==> src/common/fsctl_consts.svh <==
/*
  Named constants of the flash sequencing controller: pin widths, timing
  figures, register offsets and field positions.
  Assumes a 50 MHz hclk; included by the package and by the design files.
*/
`ifndef FSCTL_CONSTS_SVH
`define FSCTL_CONSTS_SVH

// ----------------------------------------------------------------
// Pin and counter widths and clock
// ----------------------------------------------------------------
`define FSCTL_AW            20
`define FSCTL_DW            16
`define FSCTL_CW            16
`define FSCTL_CLK_NS        20

// ----------------------------------------------------------------
// Timing figures in ns
// ----------------------------------------------------------------
`define FSCTL_WP_NS         35
`define FSCTL_AH_NS         45
`define FSCTL_ACC_NS        90
`define FSCTL_HV_SETUP_NS   4000
`define FSCTL_PROT_PULSE_NS 100000
`define FSCTL_CEIL_CYC(ns)  (((ns) + `FSCTL_CLK_NS - 1) / `FSCTL_CLK_NS)

// ----------------------------------------------------------------
// Register offsets and fields
// ----------------------------------------------------------------
`define FSCTL_OFF_W         8
`define FSCTL_REG_CTRL      8'h00
`define FSCTL_REG_ADDR      8'h04
`define FSCTL_REG_WDATA     8'h08
`define FSCTL_REG_RDATA     8'h0C
`define FSCTL_REG_STATUS    8'h10
`define FSCTL_REG_MODE      8'h14
`define FSCTL_CTRL_GO       8
`define FSCTL_CTRL_OP_LSB   0
`define FSCTL_CTRL_OP_MSB   2
`define FSCTL_ST_BUSY       0
`define FSCTL_ST_REJECT     1
`define FSCTL_ST_PRIMED     2
`define FSCTL_ST_TEMP       3
`define FSCTL_MODE_TEMP     0
`define FSCTL_HTRANS_ACT    1

// ----------------------------------------------------------------
// Flash pin bit positions
// ----------------------------------------------------------------
`define FSCTL_Q3            3
`define FSCTL_A0            0
`define FSCTL_A1            1
`define FSCTL_A6            6

`endif

==> src/common/fsctl_pkg.sv <==
/*
  Types of the flash sequencing controller: operations, states and the
  structs that carry the flash pins and a pin cycle request.
  Assumes fsctl_consts.svh on the include path.
*/
`include "fsctl_consts.svh"

package fsctl_pkg;

  // ----------------------------------------------------------------
  // Operations and states
  // ----------------------------------------------------------------
  typedef enum logic [2:0] {
    OP_READ, OP_WRITE, OP_ERASE_ADD, OP_PROTECT, OP_VERIFY, OP_UNPROTECT
  } fsctl_op_t;

  typedef enum logic [2:0] {
    S_IDLE, S_HV_ON, S_CHK1, S_WR, S_CHK2, S_RD, S_HV_OFF
  } fsctl_state_t;

  typedef enum logic [1:0] {
    C_IDLE, C_SETUP, C_STROBE, C_RECOV
  } fsctl_cyc_t;

  // ----------------------------------------------------------------
  // Carriers
  // ----------------------------------------------------------------
  typedef struct packed {
    logic                   ce_n;
    logic                   oe_n;
    logic                   we_n;
    logic [`FSCTL_AW-1:0]   addr;
    logic [`FSCTL_DW-1:0]   dq_o;
    logic                   dq_oe;
  } fsctl_bus_t;

  typedef struct packed {
    logic                   is_write;
    logic [`FSCTL_AW-1:0]   addr;
    logic [`FSCTL_DW-1:0]   wdata;
    logic [`FSCTL_CW-1:0]   strobe_len;
  } fsctl_req_t;

endpackage

==> src/logic/fsctl_top.sv <==
/*
  Host-side flash sequencer: AHB-Lite registers, command and status
  cycles, high-voltage mode control for protect, verify and unprotect.
  Assumes one AHB master, OKAY-only answers, and external high-voltage
  switches driven by hv_a9, hv_oe and hv_reset.
*/
// Our own choices: the AHB-Lite slave port and the placing of the registers.
// Notes on behaviour
// - Host reads the window flag before and after each added erase command.
// - Writes only with chip select and write strobe low, output enable high.
// - High voltage on the reset pin gives temporary unprotect.
// - Sector protect pulses write strobe with high voltage on bit nine and enable.
// - Chip unprotect pulses strobe with high voltage, chip select low, bit six high.
// - Protect every sector before starting chip unprotect; the code only needs one protect since the last unprotect.
`timescale 1ns/1ps
`include "fsctl_consts.svh"

module fsctl_top #(
  parameter int PROT_CYC = `FSCTL_CEIL_CYC(`FSCTL_PROT_PULSE_NS),
  parameter int HV_CYC   = `FSCTL_CEIL_CYC(`FSCTL_HV_SETUP_NS)
) (
  input  wire logic                  hclk,
  input  wire logic                  hresetn,
  input  wire logic                  hsel,
  input  wire logic [31:0]           haddr,
  input  wire logic [1:0]            htrans,
  input  wire logic                  hwrite,
  input  wire logic [2:0]            hsize,
  input  wire logic                  hready,
  input  wire logic [31:0]           hwdata,
  output logic [31:0]                hrdata,
  output logic                       hreadyout,
  output logic                       hresp,
  output fsctl_pkg::fsctl_bus_t      flash_bus,
  input  wire logic [`FSCTL_DW-1:0]  dq_i,
  output logic                       hv_a9,
  output logic                       hv_oe,
  output logic                       hv_reset
);

  localparam int WP_CYC  = `FSCTL_CEIL_CYC(`FSCTL_WP_NS);
  localparam int ACC_CYC = `FSCTL_CEIL_CYC(`FSCTL_ACC_NS);

  fsctl_pkg::fsctl_state_t  state_q, state_d;
  fsctl_pkg::fsctl_op_t     op_q, op_d;
  fsctl_pkg::fsctl_req_t    req;
  logic [`FSCTL_AW-1:0]     addr_q;
  logic [`FSCTL_DW-1:0]     wdata_q;
  logic [`FSCTL_DW-1:0]     rdata;
  logic [`FSCTL_CW-1:0]     hv_cnt_q, hv_cnt_d;
  logic                     reject_q, reject_d;
  logic                     primed_q, primed_d;
  logic                     mode_temp_q;
  logic                     hv_a9_q, hv_oe_q;
  logic                     wr_q;
  logic [`FSCTL_OFF_W-1:0]  wa_q;
  logic [31:0]              hrdata_q;
  logic                     cyc_start;
  logic                     cyc_done;
  logic                     cyc_idle;

  // ----------------------------------------------------------------
  // AHB-Lite slave decode
  // ----------------------------------------------------------------
  wire                     ap_valid = hsel && htrans[`FSCTL_HTRANS_ACT] && hready;
  wire [`FSCTL_OFF_W-1:0]  ap_off   = haddr[`FSCTL_OFF_W-1:0];
  wire                     wr_ctrl  = wr_q && (wa_q == `FSCTL_REG_CTRL);
  wire                     wr_addr  = wr_q && (wa_q == `FSCTL_REG_ADDR);
  wire                     wr_wdata = wr_q && (wa_q == `FSCTL_REG_WDATA);
  wire                     wr_mode  = wr_q && (wa_q == `FSCTL_REG_MODE);
  wire [2:0]               op_raw   = hwdata[`FSCTL_CTRL_OP_MSB:`FSCTL_CTRL_OP_LSB];
  wire                     go       = wr_ctrl && hwdata[`FSCTL_CTRL_GO]
                                      && (state_q == fsctl_pkg::S_IDLE);
  wire                     op_legal = op_raw <= 3'(fsctl_pkg::OP_UNPROTECT);
  wire                     busy     = (state_q != fsctl_pkg::S_IDLE) || !cyc_idle;
  wire [31:0]              status   = {28'h0000000, mode_temp_q, primed_q, reject_q, busy};
  wire [31:0]              rd_mux   =
      (ap_off == `FSCTL_REG_CTRL)   ? {29'h00000000, 3'(op_q)} :
      (ap_off == `FSCTL_REG_ADDR)   ? {12'h000, addr_q} :
      (ap_off == `FSCTL_REG_WDATA)  ? {16'h0000, wdata_q} :
      (ap_off == `FSCTL_REG_RDATA)  ? {16'h0000, rdata} :
      (ap_off == `FSCTL_REG_STATUS) ? status :
      (ap_off == `FSCTL_REG_MODE)   ? {31'h00000000, mode_temp_q} : 32'h00000000;

  assign hreadyout = 1'b1;
  assign hresp     = 1'b0;
  assign hrdata    = hrdata_q;

  // ----------------------------------------------------------------
  // Pin cycle request
  // ----------------------------------------------------------------
  wire is_hv_op  = (op_q == fsctl_pkg::OP_PROTECT) || (op_q == fsctl_pkg::OP_UNPROTECT)
                   || (op_q == fsctl_pkg::OP_VERIFY);
  wire is_pulse  = (op_q == fsctl_pkg::OP_PROTECT) || (op_q == fsctl_pkg::OP_UNPROTECT);
  wire q3_high   = rdata[`FSCTL_Q3];
  wire [`FSCTL_AW-1:0] addr_vfy = {addr_q[`FSCTL_AW-1:`FSCTL_A6+1], 1'b0,
                                   addr_q[`FSCTL_A6-1:`FSCTL_A1+1], 2'b10};
  wire [`FSCTL_AW-1:0] addr_unp = addr_q | (`FSCTL_AW'(1) << `FSCTL_A6);
  wire [`FSCTL_AW-1:0] addr_eff =
      (op_q == fsctl_pkg::OP_VERIFY)    ? addr_vfy :
      (op_q == fsctl_pkg::OP_UNPROTECT) ? addr_unp : addr_q;
  wire wr_state  = state_d == fsctl_pkg::S_WR;

  assign req.is_write   = wr_state;
  assign req.addr       = addr_eff;
  assign req.wdata      = wdata_q;
  assign req.strobe_len = wr_state ? (is_pulse ? `FSCTL_CW'(PROT_CYC) : `FSCTL_CW'(WP_CYC))
                                   : `FSCTL_CW'(ACC_CYC);

  fsctl_cycle u_cycle (
    .hclk    (hclk),
    .hresetn (hresetn),
    .start   (cyc_start),
    .req     (req),
    .dq_i    (dq_i),
    .bus     (flash_bus),
    .rdata   (rdata),
    .done    (cyc_done),
    .idle    (cyc_idle)
  );

  // ----------------------------------------------------------------
  // Operation sequencer
  // ----------------------------------------------------------------
  always_comb begin
    state_d   = state_q;
    op_d      = op_q;
    hv_cnt_d  = hv_cnt_q;
    reject_d  = reject_q;
    primed_d  = primed_q;
    cyc_start = 1'b0;
    unique case (state_q)
      fsctl_pkg::S_IDLE: begin
        if (go) begin
          reject_d = 1'b0;
          op_d     = fsctl_pkg::fsctl_op_t'(op_raw);
          if (!op_legal) begin
            reject_d = 1'b1;
          end else if (op_d == fsctl_pkg::OP_UNPROTECT && !primed_q) begin
            reject_d = 1'b1;
          end else if (op_d == fsctl_pkg::OP_READ) begin
            state_d   = fsctl_pkg::S_RD;
            cyc_start = 1'b1;
          end else if (op_d == fsctl_pkg::OP_WRITE) begin
            state_d   = fsctl_pkg::S_WR;
            cyc_start = 1'b1;
          end else if (op_d == fsctl_pkg::OP_ERASE_ADD) begin
            state_d   = fsctl_pkg::S_CHK1;
            cyc_start = 1'b1;
          end else begin
            state_d  = fsctl_pkg::S_HV_ON;
            hv_cnt_d = `FSCTL_CW'(HV_CYC);
          end
        end
      end
      fsctl_pkg::S_HV_ON: begin
        if (hv_cnt_q <= `FSCTL_CW'(1)) begin
          state_d   = (op_q == fsctl_pkg::OP_VERIFY) ? fsctl_pkg::S_RD : fsctl_pkg::S_WR;
          cyc_start = 1'b1;
        end else begin
          hv_cnt_d = hv_cnt_q - `FSCTL_CW'(1);
        end
      end
      fsctl_pkg::S_CHK1: begin
        if (cyc_done) begin
          if (q3_high) begin
            reject_d = 1'b1;
            state_d  = fsctl_pkg::S_IDLE;
          end else begin
            state_d   = fsctl_pkg::S_WR;
            cyc_start = 1'b1;
          end
        end
      end
      fsctl_pkg::S_WR: begin
        if (cyc_done) begin
          if (op_q == fsctl_pkg::OP_ERASE_ADD) begin
            state_d   = fsctl_pkg::S_CHK2;
            cyc_start = 1'b1;
          end else if (is_hv_op) begin
            state_d  = fsctl_pkg::S_HV_OFF;
            hv_cnt_d = `FSCTL_CW'(HV_CYC);
            primed_d = op_q == fsctl_pkg::OP_PROTECT;
          end else begin
            state_d = fsctl_pkg::S_IDLE;
          end
        end
      end
      fsctl_pkg::S_CHK2: begin
        if (cyc_done) begin
          reject_d = q3_high;
          state_d  = fsctl_pkg::S_IDLE;
        end
      end
      fsctl_pkg::S_RD: begin
        if (cyc_done) begin
          state_d  = is_hv_op ? fsctl_pkg::S_HV_OFF : fsctl_pkg::S_IDLE;
          hv_cnt_d = `FSCTL_CW'(HV_CYC);
        end
      end
      fsctl_pkg::S_HV_OFF: begin
        if (hv_cnt_q <= `FSCTL_CW'(1)) begin
          state_d = fsctl_pkg::S_IDLE;
        end else begin
          hv_cnt_d = hv_cnt_q - `FSCTL_CW'(1);
        end
      end
    endcase
  end

  wire hv_span = (state_d != fsctl_pkg::S_IDLE) && (state_d != fsctl_pkg::S_HV_OFF);

  always_ff @(posedge hclk or negedge hresetn) begin
    if (!hresetn) begin
      state_q  <= fsctl_pkg::S_IDLE;
      op_q     <= fsctl_pkg::OP_READ;
      hv_cnt_q <= '0;
      reject_q <= 1'b0;
      primed_q <= 1'b0;
      hv_a9_q  <= 1'b0;
      hv_oe_q  <= 1'b0;
    end else begin
      state_q  <= state_d;
      op_q     <= op_d;
      hv_cnt_q <= hv_cnt_d;
      reject_q <= reject_d;
      primed_q <= primed_d;
      hv_a9_q  <= hv_span && (op_d == fsctl_pkg::OP_PROTECT || op_d == fsctl_pkg::OP_VERIFY
                              || op_d == fsctl_pkg::OP_UNPROTECT);
      hv_oe_q  <= hv_span && (op_d == fsctl_pkg::OP_PROTECT || op_d == fsctl_pkg::OP_UNPROTECT);
    end
  end

  // ----------------------------------------------------------------
  // Register file
  // ----------------------------------------------------------------
  always_ff @(posedge hclk or negedge hresetn) begin
    if (!hresetn) begin
      wr_q        <= 1'b0;
      wa_q        <= '0;
      hrdata_q    <= '0;
      addr_q      <= '0;
      wdata_q     <= '0;
      mode_temp_q <= 1'b0;
    end else begin
      wr_q <= ap_valid && hwrite;
      wa_q <= ap_off;
      if (ap_valid && !hwrite) begin
        hrdata_q <= rd_mux;
      end
      if (wr_addr) begin
        addr_q <= hwdata[`FSCTL_AW-1:0];
      end
      if (wr_wdata) begin
        wdata_q <= hwdata[`FSCTL_DW-1:0];
      end
      if (wr_mode) begin
        mode_temp_q <= hwdata[`FSCTL_MODE_TEMP];
      end
    end
  end

  assign hv_a9    = hv_a9_q;
  assign hv_oe    = hv_oe_q;
  assign hv_reset = mode_temp_q;
endmodule // fsctl_top

==> src/logic/fsctl_cycle.sv <==
/*
  One flash pin cycle, read or write, with setup, strobe and recovery.
  Assumes a one-cycle start; a start in the last recovery cycle waits
  one idle cycle. dq_i is synchronous to hclk.
*/
`timescale 1ns/1ps
`include "fsctl_consts.svh"

module fsctl_cycle #(
  parameter int AH_CYC = `FSCTL_CEIL_CYC(`FSCTL_AH_NS)
) (
  input  wire logic                  hclk,
  input  wire logic                  hresetn,
  input  wire logic                  start,
  input  fsctl_pkg::fsctl_req_t      req,
  input  wire logic [`FSCTL_DW-1:0]  dq_i,
  output fsctl_pkg::fsctl_bus_t      bus,
  output logic [`FSCTL_DW-1:0]       rdata,
  output logic                       done,
  output logic                       idle
);

  fsctl_pkg::fsctl_cyc_t   st_q, st_d;
  fsctl_pkg::fsctl_bus_t   bus_q, bus_d;
  logic [`FSCTL_CW-1:0]    cnt_q, cnt_d;
  logic [`FSCTL_DW-1:0]    rdata_q, rdata_d;
  logic                    pend_q, pend_d;
  wire                     last;

  assign last  = cnt_q <= `FSCTL_CW'(1);
  assign done  = (st_q == fsctl_pkg::C_RECOV) && last;
  assign idle  = st_q == fsctl_pkg::C_IDLE;
  assign bus   = bus_q;
  assign rdata = rdata_q;

  // ----------------------------------------------------------------
  // Cycle sequence
  // ----------------------------------------------------------------
  always_comb begin
    st_d    = st_q;
    bus_d   = bus_q;
    cnt_d   = cnt_q;
    rdata_d = rdata_q;
    pend_d  = pend_q || start;
    unique case (st_q)
      fsctl_pkg::C_IDLE: begin
        if (start || pend_q) begin
          pend_d      = 1'b0;
          bus_d.ce_n  = 1'b0;
          bus_d.addr  = req.addr;
          bus_d.dq_o  = req.wdata;
          bus_d.dq_oe = req.is_write;
          cnt_d       = req.strobe_len;
          st_d        = fsctl_pkg::C_SETUP;
        end
      end
      fsctl_pkg::C_SETUP: begin
        if (bus_q.dq_oe) begin
          bus_d.we_n = 1'b0;
        end else begin
          bus_d.oe_n = 1'b0;
        end
        st_d = fsctl_pkg::C_STROBE;
      end
      fsctl_pkg::C_STROBE: begin
        if (last) begin
          if (!bus_q.dq_oe) begin
            rdata_d = dq_i;
          end
          bus_d.we_n = 1'b1;
          bus_d.oe_n = 1'b1;
          cnt_d      = `FSCTL_CW'(AH_CYC);
          st_d       = fsctl_pkg::C_RECOV;
        end else begin
          cnt_d = cnt_q - `FSCTL_CW'(1);
        end
      end
      fsctl_pkg::C_RECOV: begin
        if (last) begin
          bus_d.ce_n  = 1'b1;
          bus_d.dq_oe = 1'b0;
          st_d        = fsctl_pkg::C_IDLE;
        end else begin
          cnt_d = cnt_q - `FSCTL_CW'(1);
        end
      end
    endcase
  end

  always_ff @(posedge hclk or negedge hresetn) begin
    if (!hresetn) begin
      st_q    <= fsctl_pkg::C_IDLE;
      bus_q   <= '{ce_n: 1'b1, oe_n: 1'b1, we_n: 1'b1, addr: '0, dq_o: '0, dq_oe: 1'b0};
      cnt_q   <= '0;
      rdata_q <= '0;
      pend_q  <= 1'b0;
    end else begin
      pend_q  <= pend_d;
      st_q    <= st_d;
      bus_q   <= bus_d;
      cnt_q   <= cnt_d;
      rdata_q <= rdata_d;
    end
  end
endmodule // fsctl_cycle

==> config.mk <==
export PLATFORM = sky130hd
export DESIGN_NAME = fsctl_top
export DESIGN_NICKNAME = d
export VERILOG_FILES = /design/src/common/fsctl_pkg.sv /design/src/logic/fsctl_top.sv /design/src/logic/fsctl_cycle.sv
export VERILOG_INCLUDE_DIRS = /design/src /design/src/common
export SDC_FILE = /design/constraint.sdc
export NUM_CORES = 1
export LEC_CHECK = 0
export ABC_AREA = 1
export BUFFER_PORTS_ARGS = -buffer_cell sky130_fd_sc_hd__buf_2
export CAP_MARGIN = 20
export CORE_ASPECT_RATIO = 0.9
export CORE_MARGIN = 4
export CORE_UTILIZATION = 36
export CTS_CLUSTER_SIZE = 20
export DETAILED_ROUTE_END_ITERATION = 10
export GPL_TIMING_DRIVEN = 0
export SLEW_MARGIN = 20
export SYNTH_ARGS = -nofsm -noshare
export SYNTH_HDL_FRONTEND = slang
export SYNTH_SLANG_ARGS = --single-unit
==> constraint.sdc <==
create_clock -name hclk -period 2.7 [get_ports hclk]
set_input_delay 0.135 -clock hclk [delete_from_list [all_inputs] [get_ports hclk]]
set_output_delay 0.135 -clock hclk [all_outputs]
set_load 0.05 [all_outputs]
Word level (Yosys, flattened, before mapping)
Index checks and enable logic that the tools add are counted.
- flip-flop bits (word level): 179
- output and inout bits: 77
- add/sub/neg operators: 2
- $lt $le $gt $ge: 3
- eq/ne operators: 49
- multiplexer cells: 78
- bitwise logic cells: 2
- reduce and logical (&&, ||, !) cells: 48
- operator list (cell ; count):
    16-bit 2-to-1 mux ; 16
    16-bit one-hot mux with 4 select lines ; 1
    16-bit one-hot mux with 3 select lines ; 1
    3-bit 2-to-1 mux ; 15
    20-bit 2-to-1 mux ; 2
    16-bit by 1-bit less-or-equal comparator with 1-bit output (second input constant) ; 2
    16-bit by 1-bit subtractor with 16-bit output (second input constant) ; 2
    2-bit != test (second input constant) ; 15
    13-bit 2-to-1 mux ; 2
    1-bit 2-to-1 mux ; 25
    3-bit == test (second input constant) ; 8
    8-bit by 4-bit == test with 1-bit output (second input constant) ; 3
    8-bit by 5-bit == test with 1-bit output (second input constant) ; 3
    3-bit by 2-bit == test with 1-bit output (second input constant) ; 7
    3-bit one-hot mux with 7 select lines ; 1
    3-bit AND reduction ; 6
    8-bit by 3-bit == test with 1-bit output (second input constant) ; 2
    8-bit logical NOT ; 2
    1-bit logical AND ; 15
    7-bit 2-to-1 mux ; 2
    2-bit 2-to-1 mux ; 6
    12-bit AND reduction ; 1
    3-bit nonzero test ; 4
    2-bit by 1-bit != test with 1-bit output (second input constant) ; 5
    22 further kinds ; 36

Logic depth before layout (Yosys ltp)
Gate-level depths: netlist of the first run.
- depth after elaboration: 12
- depth in mapped cells: 16
- depth with buffers taken out: 15

Hierarchy
Synthesis of the first run repeated with hierarchy kept, for this count alone.
- cell total of the unflattened synthesis: 1119
- area total of the unflattened synthesis: 8572.0 um2
- modules (own cells, without submodules) (module ; instances ; cells each ; area each (um2) ; seq. area each (um2)):
    fsctl_top ; 1 ; 644 ; 4858.4 ; 2302.2
    fsctl_cycle ; 1 ; 475 ; 3713.6 ; 1880.6

Least setup slack after synthesis of the first run
Ideal clock, no wire load.
- kind: register to register
- start point: register u_cycle.cnt_q[0]
- end point: register u_cycle.cnt_q[0]
- library setup time: 121 ps
- arrival time: 1828 ps
- required time: 2579 ps
- setup slack: 750 ps
- stages on the path, launching flop included: 17
- buffers on the path: 1
- period minus slack after synthesis: 1950 ps
- path through: dfrtp_1 inv_1 ha_1 inv_1 nand2_1 nand2_1 nor2_2 nand3_2 buf_6 nand2_2 inv_1 nor2_1 nand3_1 nor2_4 nand3_1 nand2_1 a21oi_1
- longest elaborated chain between the ends: 8
- elaborated cells between the ends (all ways): 21
- classes of those cells: 1 x add/sub; 1 x order compare; 3 x eq/ne; 13 x mux; 3 x reduce/logical
- ends and longest elaborated chain (what ; RTL line ; source):
    start, declared ; fsctl_cycle.sv:25 ; logic [`FSCTL_CW-1:0] cnt_q, cnt_d;
    start signal, assigned ; fsctl_cycle.sv:101 ; cnt_q <= cnt_d;
    16-bit by 1-bit less-or-equal comparator with 1-bit output ; fsctl_cycle.sv:30 ; assign last = cnt_q <= `FSCTL_CW'(1);
    1-bit logical AND ; fsctl_cycle.sv:31 ; assign done = (st_q == fsctl_pkg::C_RECOV) && last;
    3-bit 2-to-1 mux, on equally long branches ; -- ;
    3-bit one-hot mux with 7 select lines ; fsctl_top.sv:132 ; unique case (state_q)
    3-bit by 2-bit == test with 1-bit output ; fsctl_top.sv:102 ; wire wr_state = state_d == fsctl_pkg::S_WR;
    13-bit 2-to-1 mux ; fsctl_top.sv:107 ; assign req.strobe_len = wr_state ? (is_pulse ? `FSCTL_CW'(PROT_CYC) : `FSCTL_CW'(WP_CYC))
    16-bit 2-to-1 mux ; fsctl_cycle.sv:47 ; if (start || pend_q) begin
    16-bit one-hot mux with 3 select lines ; fsctl_cycle.sv:45 ; unique case (st_q)
Parallel ways exist; a longest one is shown, timed or not. The select of a mux whose other input is x is not followed.
A chain may end at the register's enable or synchronous reset.

Worst setup path in the final report of the first run
- start point: register u_cycle.cnt_q[0]
- end point: register u_cycle.bus_q, in the netlist u_cycle.bus[7]
- longest elaborated chain between the ends: 6
- elaborated cells between the ends (all ways): 7
- classes of those cells: 1 x order compare; 3 x mux; 3 x reduce/logical
- ends and longest elaborated chain (what ; RTL line ; source):
    16-bit by 1-bit less-or-equal comparator with 1-bit output * ; fsctl_cycle.sv:30 ;
    1-bit logical AND * ; fsctl_cycle.sv:31 ;
    1-bit 2-to-1 mux, on equally long branches ; fsctl_top.sv:176, fsctl_top.sv:165 ;
    1-bit one-hot mux with 4 select lines * ; fsctl_top.sv:132 ;
    1-bit logical OR * ; fsctl_cycle.sv:47 ;
    2-bit AND reduction (no line) * ; -- ;
    end signal, assigned ; fsctl_cycle.sv:93 ; bus_q <= '{ce_n: 1'b1, oe_n: 1'b1, we_n: 1'b1, addr: '0, dq_o: '0, dq_oe: 1'b0};
    end signal, assigned ; fsctl_cycle.sv:100 ; bus_q <= bus_d;
    end, declared ; fsctl_cycle.sv:24 ; fsctl_pkg::fsctl_bus_t bus_q, bus_d;
Every way passes the cells marked *; elsewhere a longest branch is shown, timed or not.

==> out/qor.txt, run 1 <==
Status -> completed
Post-synth top flop -> dfrtp_1
Fraction of registers with async set/reset -> 100.0%
Min Hold Slack -> 0.008646 ns
# DRC -> 0
Pre-CTS setup slack -> 0.2153 ns
Setup WS post-layout -> 0.2687 ns
Period utilisation layout -> 90.05%
Yosys warning total -> 0
Area grow syn2layout -> 24.95%
F_max -> 0.4113 GHz
Grt ovf -> 0
Slew Limit Fails -> 0
Cell variety after synth -> 47
Clock Latency Late Sink -> 0.44 ns
CP startpoint -> u_cycle.cnt_q[0]$_DFFE_PN0P_
Area occupied by multi-input gates -> 3518 um^2
FF+latch count, synth -> 167
Root Buffer -> clkbuf_16
GP Congestion -> 0.8312
Via density -> 4.800
Total GRT Usage -> 18.03%
DIE AREA -> 25,740 um^2
Layout cell share with drive strength beyond 1 -> 17.81%
MaxCap Viol Count -> 0
Sequential element share of the synthesized area -> 50.01%
Worst hold start -> hwdata[8]
CTS max path bufs -> 2
Share of Yosys cell area claimed by the top area cell type -> 49.07%
Hold Vio Cnt, Final -> 0
RSZ-0062 raised after global routing -> no
Num rows -> 52
Clk_skew -> 0.01939 ns
Kind of start point of the critical path -> flip-flop
WL/cell -> 15.08 um
CTS Buf Count -> 17
Post-route ant nets -> 0
Final net count -> 1,311
Drt pass-1 iters -> 5
Post-synth top area cell -> dfrtp_1
Final Total Pwr -> 5.363 mW
Minimum clock period -> 2.431 ns
Max VDD drop -> 0.4216 mV
CTS sink cnt -> 167
DP Wirelength -> 16,990 um
Vias in the first global route -> 7,153
CP Data Required Time -> 3.00 ns
Biggest fanout along the worst timing path -> 10
Via count -> 7,301
Most common cell in the netlist -> nand2_1
Most instantiated cells after synthesis -> 265 x nand2_1, 164 x dfrtp_1, 120 x inv_1
Placed insts -> 1,446
Slowest cell delay on critical path -> 0.40 ns
Die Span X -> 168.7 um
Worst Path Buf+Inv -> 4
Slew Limit Headroom -> 30.85%
CORE AREA -> 22,640 um^2
Initial core utilization -> 36.94%
Worst Max-Slew Pin Slew -> 1.028 ns
Slowest cell on crit path -> dfrtp_1
Synth Cell Area -> 8364 um^2
# diodes -> 0
Layout fillers -> 2,217
R2r startpoint -> u_cycle.cnt_q[0]$_DFFE_PN0P_
Crit. End Element -> flip-flop
Final Non-Filler Cells -> 1,521
Top post-synthesis cells by area -> dfrtp_1 49%, nand2_1 12%, o21ai_0 6.9%, inv_1 5.4%, nor2_1 4.8%
Pleak -> 5.530 nW
IO buf count -> 112
Largest net degree at the start of global routing -> 71
Die height -> 152.6 um
Post-CTS sizing -> 0
Synthesized instance count -> 1,023
CTS tree -> yes
Final setup fails -> 0
Hold Buf Count CTS -> 43
DR iter-0 viols -> 625
Total power density per cell area -> 513.1 nW/um^2
DRT Wirelength -> 22,940 um
Setup repair bufs after CTS -> 0
First-pass GRT wire length -> 37,680 um
Cell Chain, Critical Path -> inv_1 > ha_1 > inv_1 > nand2_1 > nand2_1 > nor2_2 > nand3_2 > buf_6 > nor2_2 > a21oi_2 > nand3_2 > nand2_4 > clkbuf_1 > o21ai_0
Register area -> 4183 um^2
Post-synth EDFFs -> 0
Initial antenna violation count -> 0
Final TNS setup -> 0 ns
Clock Pin Slew Worst Setup and Hold Paths -> 0.08 ns
Syn_area_per_cell -> 8.176 um^2
Class of the worst hold path -> primary input to flip-flop
Worst EP arrival -> 2.73 ns
Critical path class -> flip-flop to flip-flop
Depth of the CTS H-tree -> 4
Largest delay share family, worst path -> buffers and inverters
I/O pin cnt -> 167
==> cell usage in the layout, fill, tap and decap left out, types with 12 or more instances in the layout <==
cell,count
nand2_1,265
dfrtp_1,164
nor2_1,106
buf_4,17
inv_1,120
conb_1,14
a221oi_1,12
a21oi_1,31
nor3_1,20
dlygate4sd3_1,43
mux2_2,16
nand3_1,29
clkbuf_16,17
buf_2,120
xor2_1,24
o21ai_0,116
clkbuf_1,16
==> cell type report <==
type / instances / share of cell area [%]
Multi-Input combinational cell: 702 / 33.66
Tap cell: 297 / 3.556
Clock buffer: 17 / 4.070
Inverter: 123 / 4.442
Sequential cell: 167 / 40.02
Timing Repair Buffer: 157 / 10.10
Clock inverter: 15 / 1.808
Buffer: 43 / 2.334
==> worst register-to-register path: stages, from the launching register on <==
cell      delay (ns)
dfrtp_1         0.40
inv_1           0.08
ha_1            0.23
inv_1           0.11
nand2_1         0.06
nand2_1         0.09
nor2_2          0.06
nand3_2         0.07
buf_6           0.15
nor2_2          0.06
a21oi_2         0.15
nand3_2         0.12
nand2_4         0.16
clkbuf_1        0.41
o21ai_0         0.15
==> where the power goes <==
| part | switching, mW | internal [mW] |
|---|---|---|
| Sequential | 0.0197 | 2.53 |
| Clock | 1.23 | 1.27 |
| Combinational | 0.191 | 0.119 |
==> state kept, by name (all words and copies together) (netlist names), 3 cells and up <==
signal,cells
addr_q,20
hrdata,20
hv_cnt_q,16
op_q,3
state_q,3
u_cycle.bus,40
u_cycle.cnt_q,16
u_cycle.rdata,16
wa_q,8
wdata_q,16
==> kinds of logic (layout without fill, tap and decap cells) <==
logic type               after synthesis  after routing  synth area share, %
adder cells (fa/ha/maj)               10             10                1.496
AO/OA/AOI/OAI                        180            180                12.00
flip-flops                           167            167                50.01
multiplexers                          16             16                2.154
XOR/XNOR                              26             26                2.723
buffers and inverters                166            355                8.467
AND/OR/NAND/NOR                      456            456                23.07
other                                  2             14              0.08979
==> layer usage <==
metal | up-vias | track usage [%] | routed length (um)
met2 | 175 | 28.92 | 10700
met5 | - | 0 | 0
met1 | 3442 | 25.07 | 10630
li1 | 3658 | - | -
met4 | 0 | 4.289 | 362
met3 | 26 | 3.865 | 1259
==> final timing paths <==
check / endpoint / slack (ns) / depth (start not counted)
worst max-delay path: u_cycle.bus[7]$_DFFE_PN0P_ / 0.27 / 14
worst min-delay path: addr_q[8]$_DFFE_PN0P_ / 0.009 / 3
worst max register to register: u_cycle.bus[7]$_DFFE_PN0P_ / 0.27 / 14
worst min register to register: u_cycle.bus[32]$_DFFE_PN0P_ / 0.48 / 2
max in group asynchronous: u_cycle.bus[39]$_DFFE_PN1P_ / 1.50 / 4
min in group asynchronous: wa_q[0]$_DFF_PN0_ / 0.19 / 2
==> stage by stage <==
stage | instance area, um^2 | util, %
2_1_floorplan | 8409 | -
6_report | 10450 | 46.16
3_5_place_dp | 9407 | 41.55
3_3_place_gp | 9341 | 41.26
5_1_grt | 10450 | 46.16
4_1_cts | 10450 | 46.16
Power figures use the tool's default switching activity.
==> run 2, diff against run 1 <==
CORE_MARGIN = default   (was 4)
CORE_UTILIZATION = 56   (was 36)
CTS_CLUSTER_DIAMETER = 200   (was default)
PLACE_DENSITY = 0.81   (was default)
==> run 2 against run 1 <==
Effect of this change: cell area down 1.4%; clock skew down 0.0085 ns; routed wire length down 1.9%; total power down 0.80%; first-iteration DRC count up 2.4%; clock power down 2%; register-to-register slack about the same; combinational power about the same; via count up 5.5%; sequential share of layout area up 0.58 points; global-route usage up 13 points; hold slack better by 0.077 ns; highest routed layer unchanged.
==> out/qor.txt, run 2 (synthesized netlist as in run 1, its figures left out) <==
Drt pass-1 iters -> 7 (+2)
Largest net degree at the start of global routing -> 92 (+30%)
Area grow syn2layout -> 23.17%
Via density -> 5.438 (+13%)
Register area -> 4183 um^2 (unchanged)
Biggest fanout along the worst timing path -> 10 (unchanged)
Slew Limit Fails -> 0 (unchanged)
Slowest cell on crit path -> nand4_1
DP Wirelength -> 15,130 um (-11%)
Final net count -> 1,311 (unchanged)
Post-route ant nets -> 0 (unchanged)
Layout cell share with drive strength beyond 1 -> 17.81% (unchanged)
Clock Latency Late Sink -> 0.45 ns (about the same)
DIE AREA -> 15,430 um^2 (-40%)
I/O pin cnt -> 167 (unchanged)
DRT Wirelength -> 22,510 um (-1.9%)
Initial core utilization -> 58.44% (+21 points)
CTS max path bufs -> 2 (unchanged)
Worst Max-Slew Pin Slew -> 0.9526 ns (-0.07514 ns)
Dpl cell area -> 9249 um^2 (-1.7%)
Class of the worst hold path -> primary input to flip-flop
Clock Pin Slew Worst Setup and Hold Paths -> 0.08 ns (about the same)
CTS Buf Count -> 17 (unchanged)
CTS tree -> yes
Final setup fails -> 0 (unchanged)
Status -> completed
Worst EP arrival -> 2.78 ns (+0.05 ns)
Clk_skew -> 0.01094 ns (-0.008450 ns)
Final TNS setup -> 0 ns (unchanged)
Placed insts -> 1,341 (-7.3%)
Final Total Pwr -> 5.320 mW (-0.80%)
Max VDD drop -> 0.4553 mV (+8.0%)
Crit. End Element -> flip-flop
Num rows -> 41 (-21%)
Kind of start point of the critical path -> flip-flop
Vias in the first global route -> 7,584 (+6.0%)
Final Non-Filler Cells -> 1,417 (-6.8%)
Cell Chain, Critical Path -> inv_1 > ha_1 > clkbuf_1 > nand4_1 > buf_2 > mux2_2
Area occupied by multi-input gates -> 3518 um^2 (unchanged)
CP Data Required Time -> 3.03 ns (+0.03 ns)
Slew Limit Headroom -> 35.91% (+5.1 points)
IO buf count -> 112 (unchanged)
Die height -> 117.9 um (-23%)
CORE AREA -> 14,310 um^2 (-37%)
Final Util -> 71.98% (+26 points)
F_max -> 0.4090 GHz (-0.55%)
Total power density per cell area -> 516.4 nW/um^2 (+0.63%)
Pre-CTS setup slack -> 0.2775 ns (+0.06213 ns)
Max FFs per register -> 40 (unchanged)
Period utilisation layout -> 90.55% (+0.50 points)
CTS sink cnt -> 167 (unchanged)
Slowest cell delay on critical path -> 0.51 ns (+0.11 ns)
Most frequent cells in the layout -> 265 x nand2_1, 164 x dfrtp_1, 120 x inv_1, 120 x buf_2, 116 x o21ai_0
Root Buffer -> clkbuf_16
DR iter-0 viols -> 640 (+2.4%)
Final Cell Area -> 10,300 um^2 (-1.4%)
GP Congestion -> 0.8989 (+8.1%)
Via count -> 7,705 (+5.5%)
First-pass GRT wire length -> 36,580 um (-2.9%)
MaxCap Viol Count -> 0 (unchanged)
Die Span X -> 130.8 um (-22%)
Commonest non-fill, non-tap cell in the layout -> nand2_1
Grt ovf -> 0 (unchanged)
Pleak -> 5.515 nW (-0.27%)
Setup WS post-layout -> 0.2552 ns (-0.01348 ns)
Layout fillers -> 1,057 (-52%)
Initial antenna violation count -> 0 (unchanged)
Critical path class -> flip-flop to flip-flop
WL/cell -> 15.89 um (+5.3%)
Total GRT Usage -> 30.84% (+13 points)
Hold Vio Cnt, Final -> 0 (unchanged)
# DRC -> 0 (unchanged)
RSZ-0062 raised after global routing -> no
Min Hold Slack -> 0.08539 ns (+0.07675 ns)
# diodes -> 0 (unchanged)
Setup repair bufs after CTS -> 0 (unchanged)
Depth of the CTS H-tree -> 4 (unchanged)
Minimum clock period -> 2.445 ns (+0.01348 ns)
-- run 2: layer usage --
| metal | part of all wire [%] | vias to the layer above | GRT usage [%] |
|---|---|---|---|
| li1 | - | 3649 | - |
| met1 | 42 | 3675 | 38.77 |
| met2 | 49 | 323 | 50.83 |
| met3 | 6.1 | 58 | 6.455 |
| met4 | 2.9 | 0 | 13.43 |
| met5 | 0 | - | 0 |
-- run 2: path summary, 6_finish.rpt --
path / start / endpoint / slack [ns] / cells after the start
max: u_cycle.st_q[0]$_DFFE_PN0P_ / u_cycle.rdata[13]$_DFFE_PN0P_ / 0.26 / 6
min: hwdata[0] / addr_q[0]$_DFFE_PN0P_ / 0.09 / 3
max reg2reg: u_cycle.st_q[0]$_DFFE_PN0P_ / u_cycle.rdata[13]$_DFFE_PN0P_ / 0.26 / 6
min reg2reg: u_cycle.bus[32]$_DFFE_PN0P_ / u_cycle.bus[32]$_DFFE_PN0P_ / 0.48 / 2
max in group asynchronous: hresetn / u_cycle.bus[38]$_DFFE_PN1P_ / 1.56 / 3
min in group asynchronous: hresetn / u_cycle.bus[36]$_DFFE_PN0P_ / 0.30 / 2
-- run 2: where the power goes --
part / switching (mW) / internal (mW)
logic: 0.193 / 0.116
registers: 0.0222 / 2.53
clock network: 1.20 / 1.25
total: 1.42 / 3.90
-- run 2: layout make-up --
cell class | count | area share [%]
Clock buffer | 17 | 4.129
Timing Repair Buffer | 157 | 10.08
Inverter | 123 | 4.506
Multi-Input combinational cell | 702 | 34.15
Tap cell | 193 | 2.344
Clock inverter | 15 | 1.810
Buffer | 43 | 2.380
Sequential cell | 167 | 40.60
-- run 2: critical path: cells and delay by family, from the launching register on --
family / cells / cell delay [ns]
and+or+nand+nor: 1 / 0.51
muxes: 1 / 0.32
adders and majority gates: 1 / 0.17
buffers and inverters: 3 / 0.90
DFF: 1 / 0.43
-- run 2: repair_timing --
action                                 CTS  global route
hold buffers                            44             0
gates resized for setup                  0             2
endpoints found under the hold margin  139             0
setup endpoints to repair                0             3
==> run 3, diff against run 2 <==
CORE_UTILIZATION = 60   (was 56)
PLACE_DENSITY = 0.86   (was 0.81)
clock period = 3 ns   (was 2.7 ns; I/O delays follow)
==> run 3 against run 2 <==
Effect of this change: core utilization rose by 3.1 points; flip-flop and latch count unchanged; clock power shrank 10%; non-clock buffer count down 13; first-iteration DRC count down 3.4%; die area is 6.6% lower; worst setup slack improved by 0.13 ns; global-route usage up 2.4 points; cell count fell by 2.8%; routed wire length rose by 0.15%; critical endpoint is now hrdata[9]$_DFFE_PN0P_.
==> out/qor.txt, run 3 (synthesized netlist as in run 1, its figures left out) <==
Commonest non-fill, non-tap cell in the layout -> nand2_1
Pre-CTS setup slack -> 0.5967 ns (+0.3192 ns)
Die height -> 114.0 um (-3.3%)
Vias in the first global route -> 7,437 (-1.9%)
CTS sink cnt -> 167 (unchanged)
RSZ-0062 raised after global routing -> no
Register area -> 4183 um^2 (unchanged)
WL/cell -> 16.36 um (+3.0%)
Initial core utilization -> 62.13% (+3.7 points)
# diodes -> 0 (unchanged)
CTS max path bufs -> 2 (unchanged)
CTS tree -> yes
Area occupied by multi-input gates -> 3518 um^2 (unchanged)
Depth of the CTS H-tree -> 4 (unchanged)
Minimum clock period -> 2.611 ns
CTS Buf Count -> 17 (unchanged)
Clock Latency Late Sink -> 0.43 ns (-0.02 ns)
Worst Max-Slew Pin Slew -> 1.006 ns (+0.05318 ns)
Hold Vio Cnt, Final -> 0 (unchanged)
Post-route ant nets -> 0 (unchanged)
Most frequent cells in the layout -> 265 x nand2_1, 164 x dfrtp_1, 120 x inv_1, 120 x buf_2, 116 x o21ai_0
DRT Wirelength -> 22,540 um (+0.15%)
Root Buffer -> clkbuf_16
Slew Limit Headroom -> 32.33% (-3.6 points)
CP Data Required Time -> 3.30 ns (+0.27 ns)
Area grow syn2layout -> 20.91%
# DRC -> 0 (unchanged)
Num rows -> 40 (-2.4%)
Slew Limit Fails -> 0 (unchanged)
Status -> completed
DR iter-0 viols -> 618 (-3.4%)
Total power density per cell area -> 471.5 nW/um^2 (-8.7%)
Pleak -> 5.454 nW (-1.1%)
Max FFs per register -> 40 (unchanged)
Worst EP arrival -> 2.91 ns (+0.13 ns)
CORE AREA -> 13,460 um^2 (-5.9%)
First-pass GRT wire length -> 36,900 um (+0.89%)
Final net count -> 1,298 (-0.99%)
DIE AREA -> 14,420 um^2 (-6.6%)
Final TNS setup -> 0 ns (unchanged)
Total GRT Usage -> 33.23% (+2.4 points)
Final setup fails -> 0 (unchanged)
Biggest fanout along the worst timing path -> 10 (unchanged)
Clk_skew -> 0.01282 ns (+0.001886 ns)
Kind of start point of the critical path -> primary input
Period utilisation layout -> 87.04%
Drt pass-1 iters -> 7 (unchanged)
Final Total Pwr -> 4.768 mW (-10%)
Crit. End Element -> flip-flop
Die Span X -> 126.5 um (-3.3%)
Max VDD drop -> 0.3999 mV (-12%)
DP Wirelength -> 14,820 um (-2.0%)
Post-CTS sizing -> 0 (unchanged)
MaxCap Viol Count -> 0 (unchanged)
Initial antenna violation count -> 0 (unchanged)
Critical path class -> primary input to flip-flop
Via density -> 5.612 (+3.2%)
Layout cell share with drive strength beyond 1 -> 17.77% (-0.042 points)
Grt ovf -> 0 (unchanged)
I/O pin cnt -> 167 (unchanged)
F_max -> 0.3830 GHz
GP Congestion -> 0.9123 (+1.5%)
Largest net degree at the start of global routing -> 85 (-7.6%)
Class of the worst hold path -> primary input to flip-flop
Layout fillers -> 951 (-10%)
Clock Pin Slew Worst Setup and Hold Paths -> 0.07 ns (about the same)
Via count -> 7,733 (+0.36%)
IO buf count -> 112 (unchanged)
Setup WS post-layout -> 0.3889 ns (+0.1336 ns)
run 3: power by group:
group | internal (mW) | switching [mW] | total [mW]
Sequential | 2.28 | 0.0202 | 2.30
Clock | 1.26 | 0.940 | 2.20
Combinational | 0.0931 | 0.173 | 0.266
run 3: worst max-delay path, cell delays in order:
cell and delay, ns:
dlygate4sd3_1 0.55, buf_2 0.13, nor2_1 0.21, inv_1 0.14
nor4_1 0.84, buf_2 0.41, a221oi_1 0.12, o21ai_0 0.36
run 3: path summary, 6_finish.rpt:
kind                                         startpoint                     endpoint  slack (ns)  cells after the start
max                                            haddr[1]        hrdata[9]$_DFFE_PN0P_        0.39                      8
max reg2reg                u_cycle.cnt_q[0]$_DFFE_PN0P_   u_cycle.bus[9]$_DFFE_PN0P_        0.52                     14
min                                          hwdata[18]       addr_q[18]$_DFFE_PN0P_       0.003                      3
min reg2reg                 u_cycle.bus[24]$_DFFE_PN0P_  u_cycle.bus[24]$_DFFE_PN0P_        0.47                      2
max in group asynchronous                       hresetn  u_cycle.bus[38]$_DFFE_PN1P_        1.84                      3
min in group asynchronous                       hresetn            wa_q[0]$_DFF_PN0_        0.30                      2
run 3: timing repair:
| item | 4_1_cts | 5_1_grt |
|---|---|---|
| hold endpoints to repair | 114 | 0 |
| setup buffers | 0 | 0 |
| hold buffers | 31 | 0 |
run 3: per-stage QoR:
stage	cell area, um^2	cells	util [%]	hold WS [ns]
3_5_place_dp	9218	1316	68.47	0.1832
3_3_place_gp	9180	1315	68.19	0.2733
6_report	10110	1378	75.12	0.003304
2_1_floorplan	8409	1035	-	-0.1456
4_1_cts	10110	1378	75.12	0.008178
5_1_grt	10110	1378	75.12	0.03183
run 3: final cells by class:
type	count	share of cell area, %
plain buffers	43	2.412
clock buffers	19	4.380
clock inverters	12	1.410
inverters	123	4.590
multi-input cells	702	34.79
flip-flops and latches	167	41.36
well taps	168	2.078
repair buffers	144	8.982
run 3: layer usage:
metal	share of wire, %	routed length [um]	vias up	global-route usage, %
met1	40	9032	3666	41.43
met2	49	11060	388	56.98
met5	0	0	-	0
met4	3.4	768	0	14.14
met3	7.5	1688	66	6.379
li1	-	-	3613	-
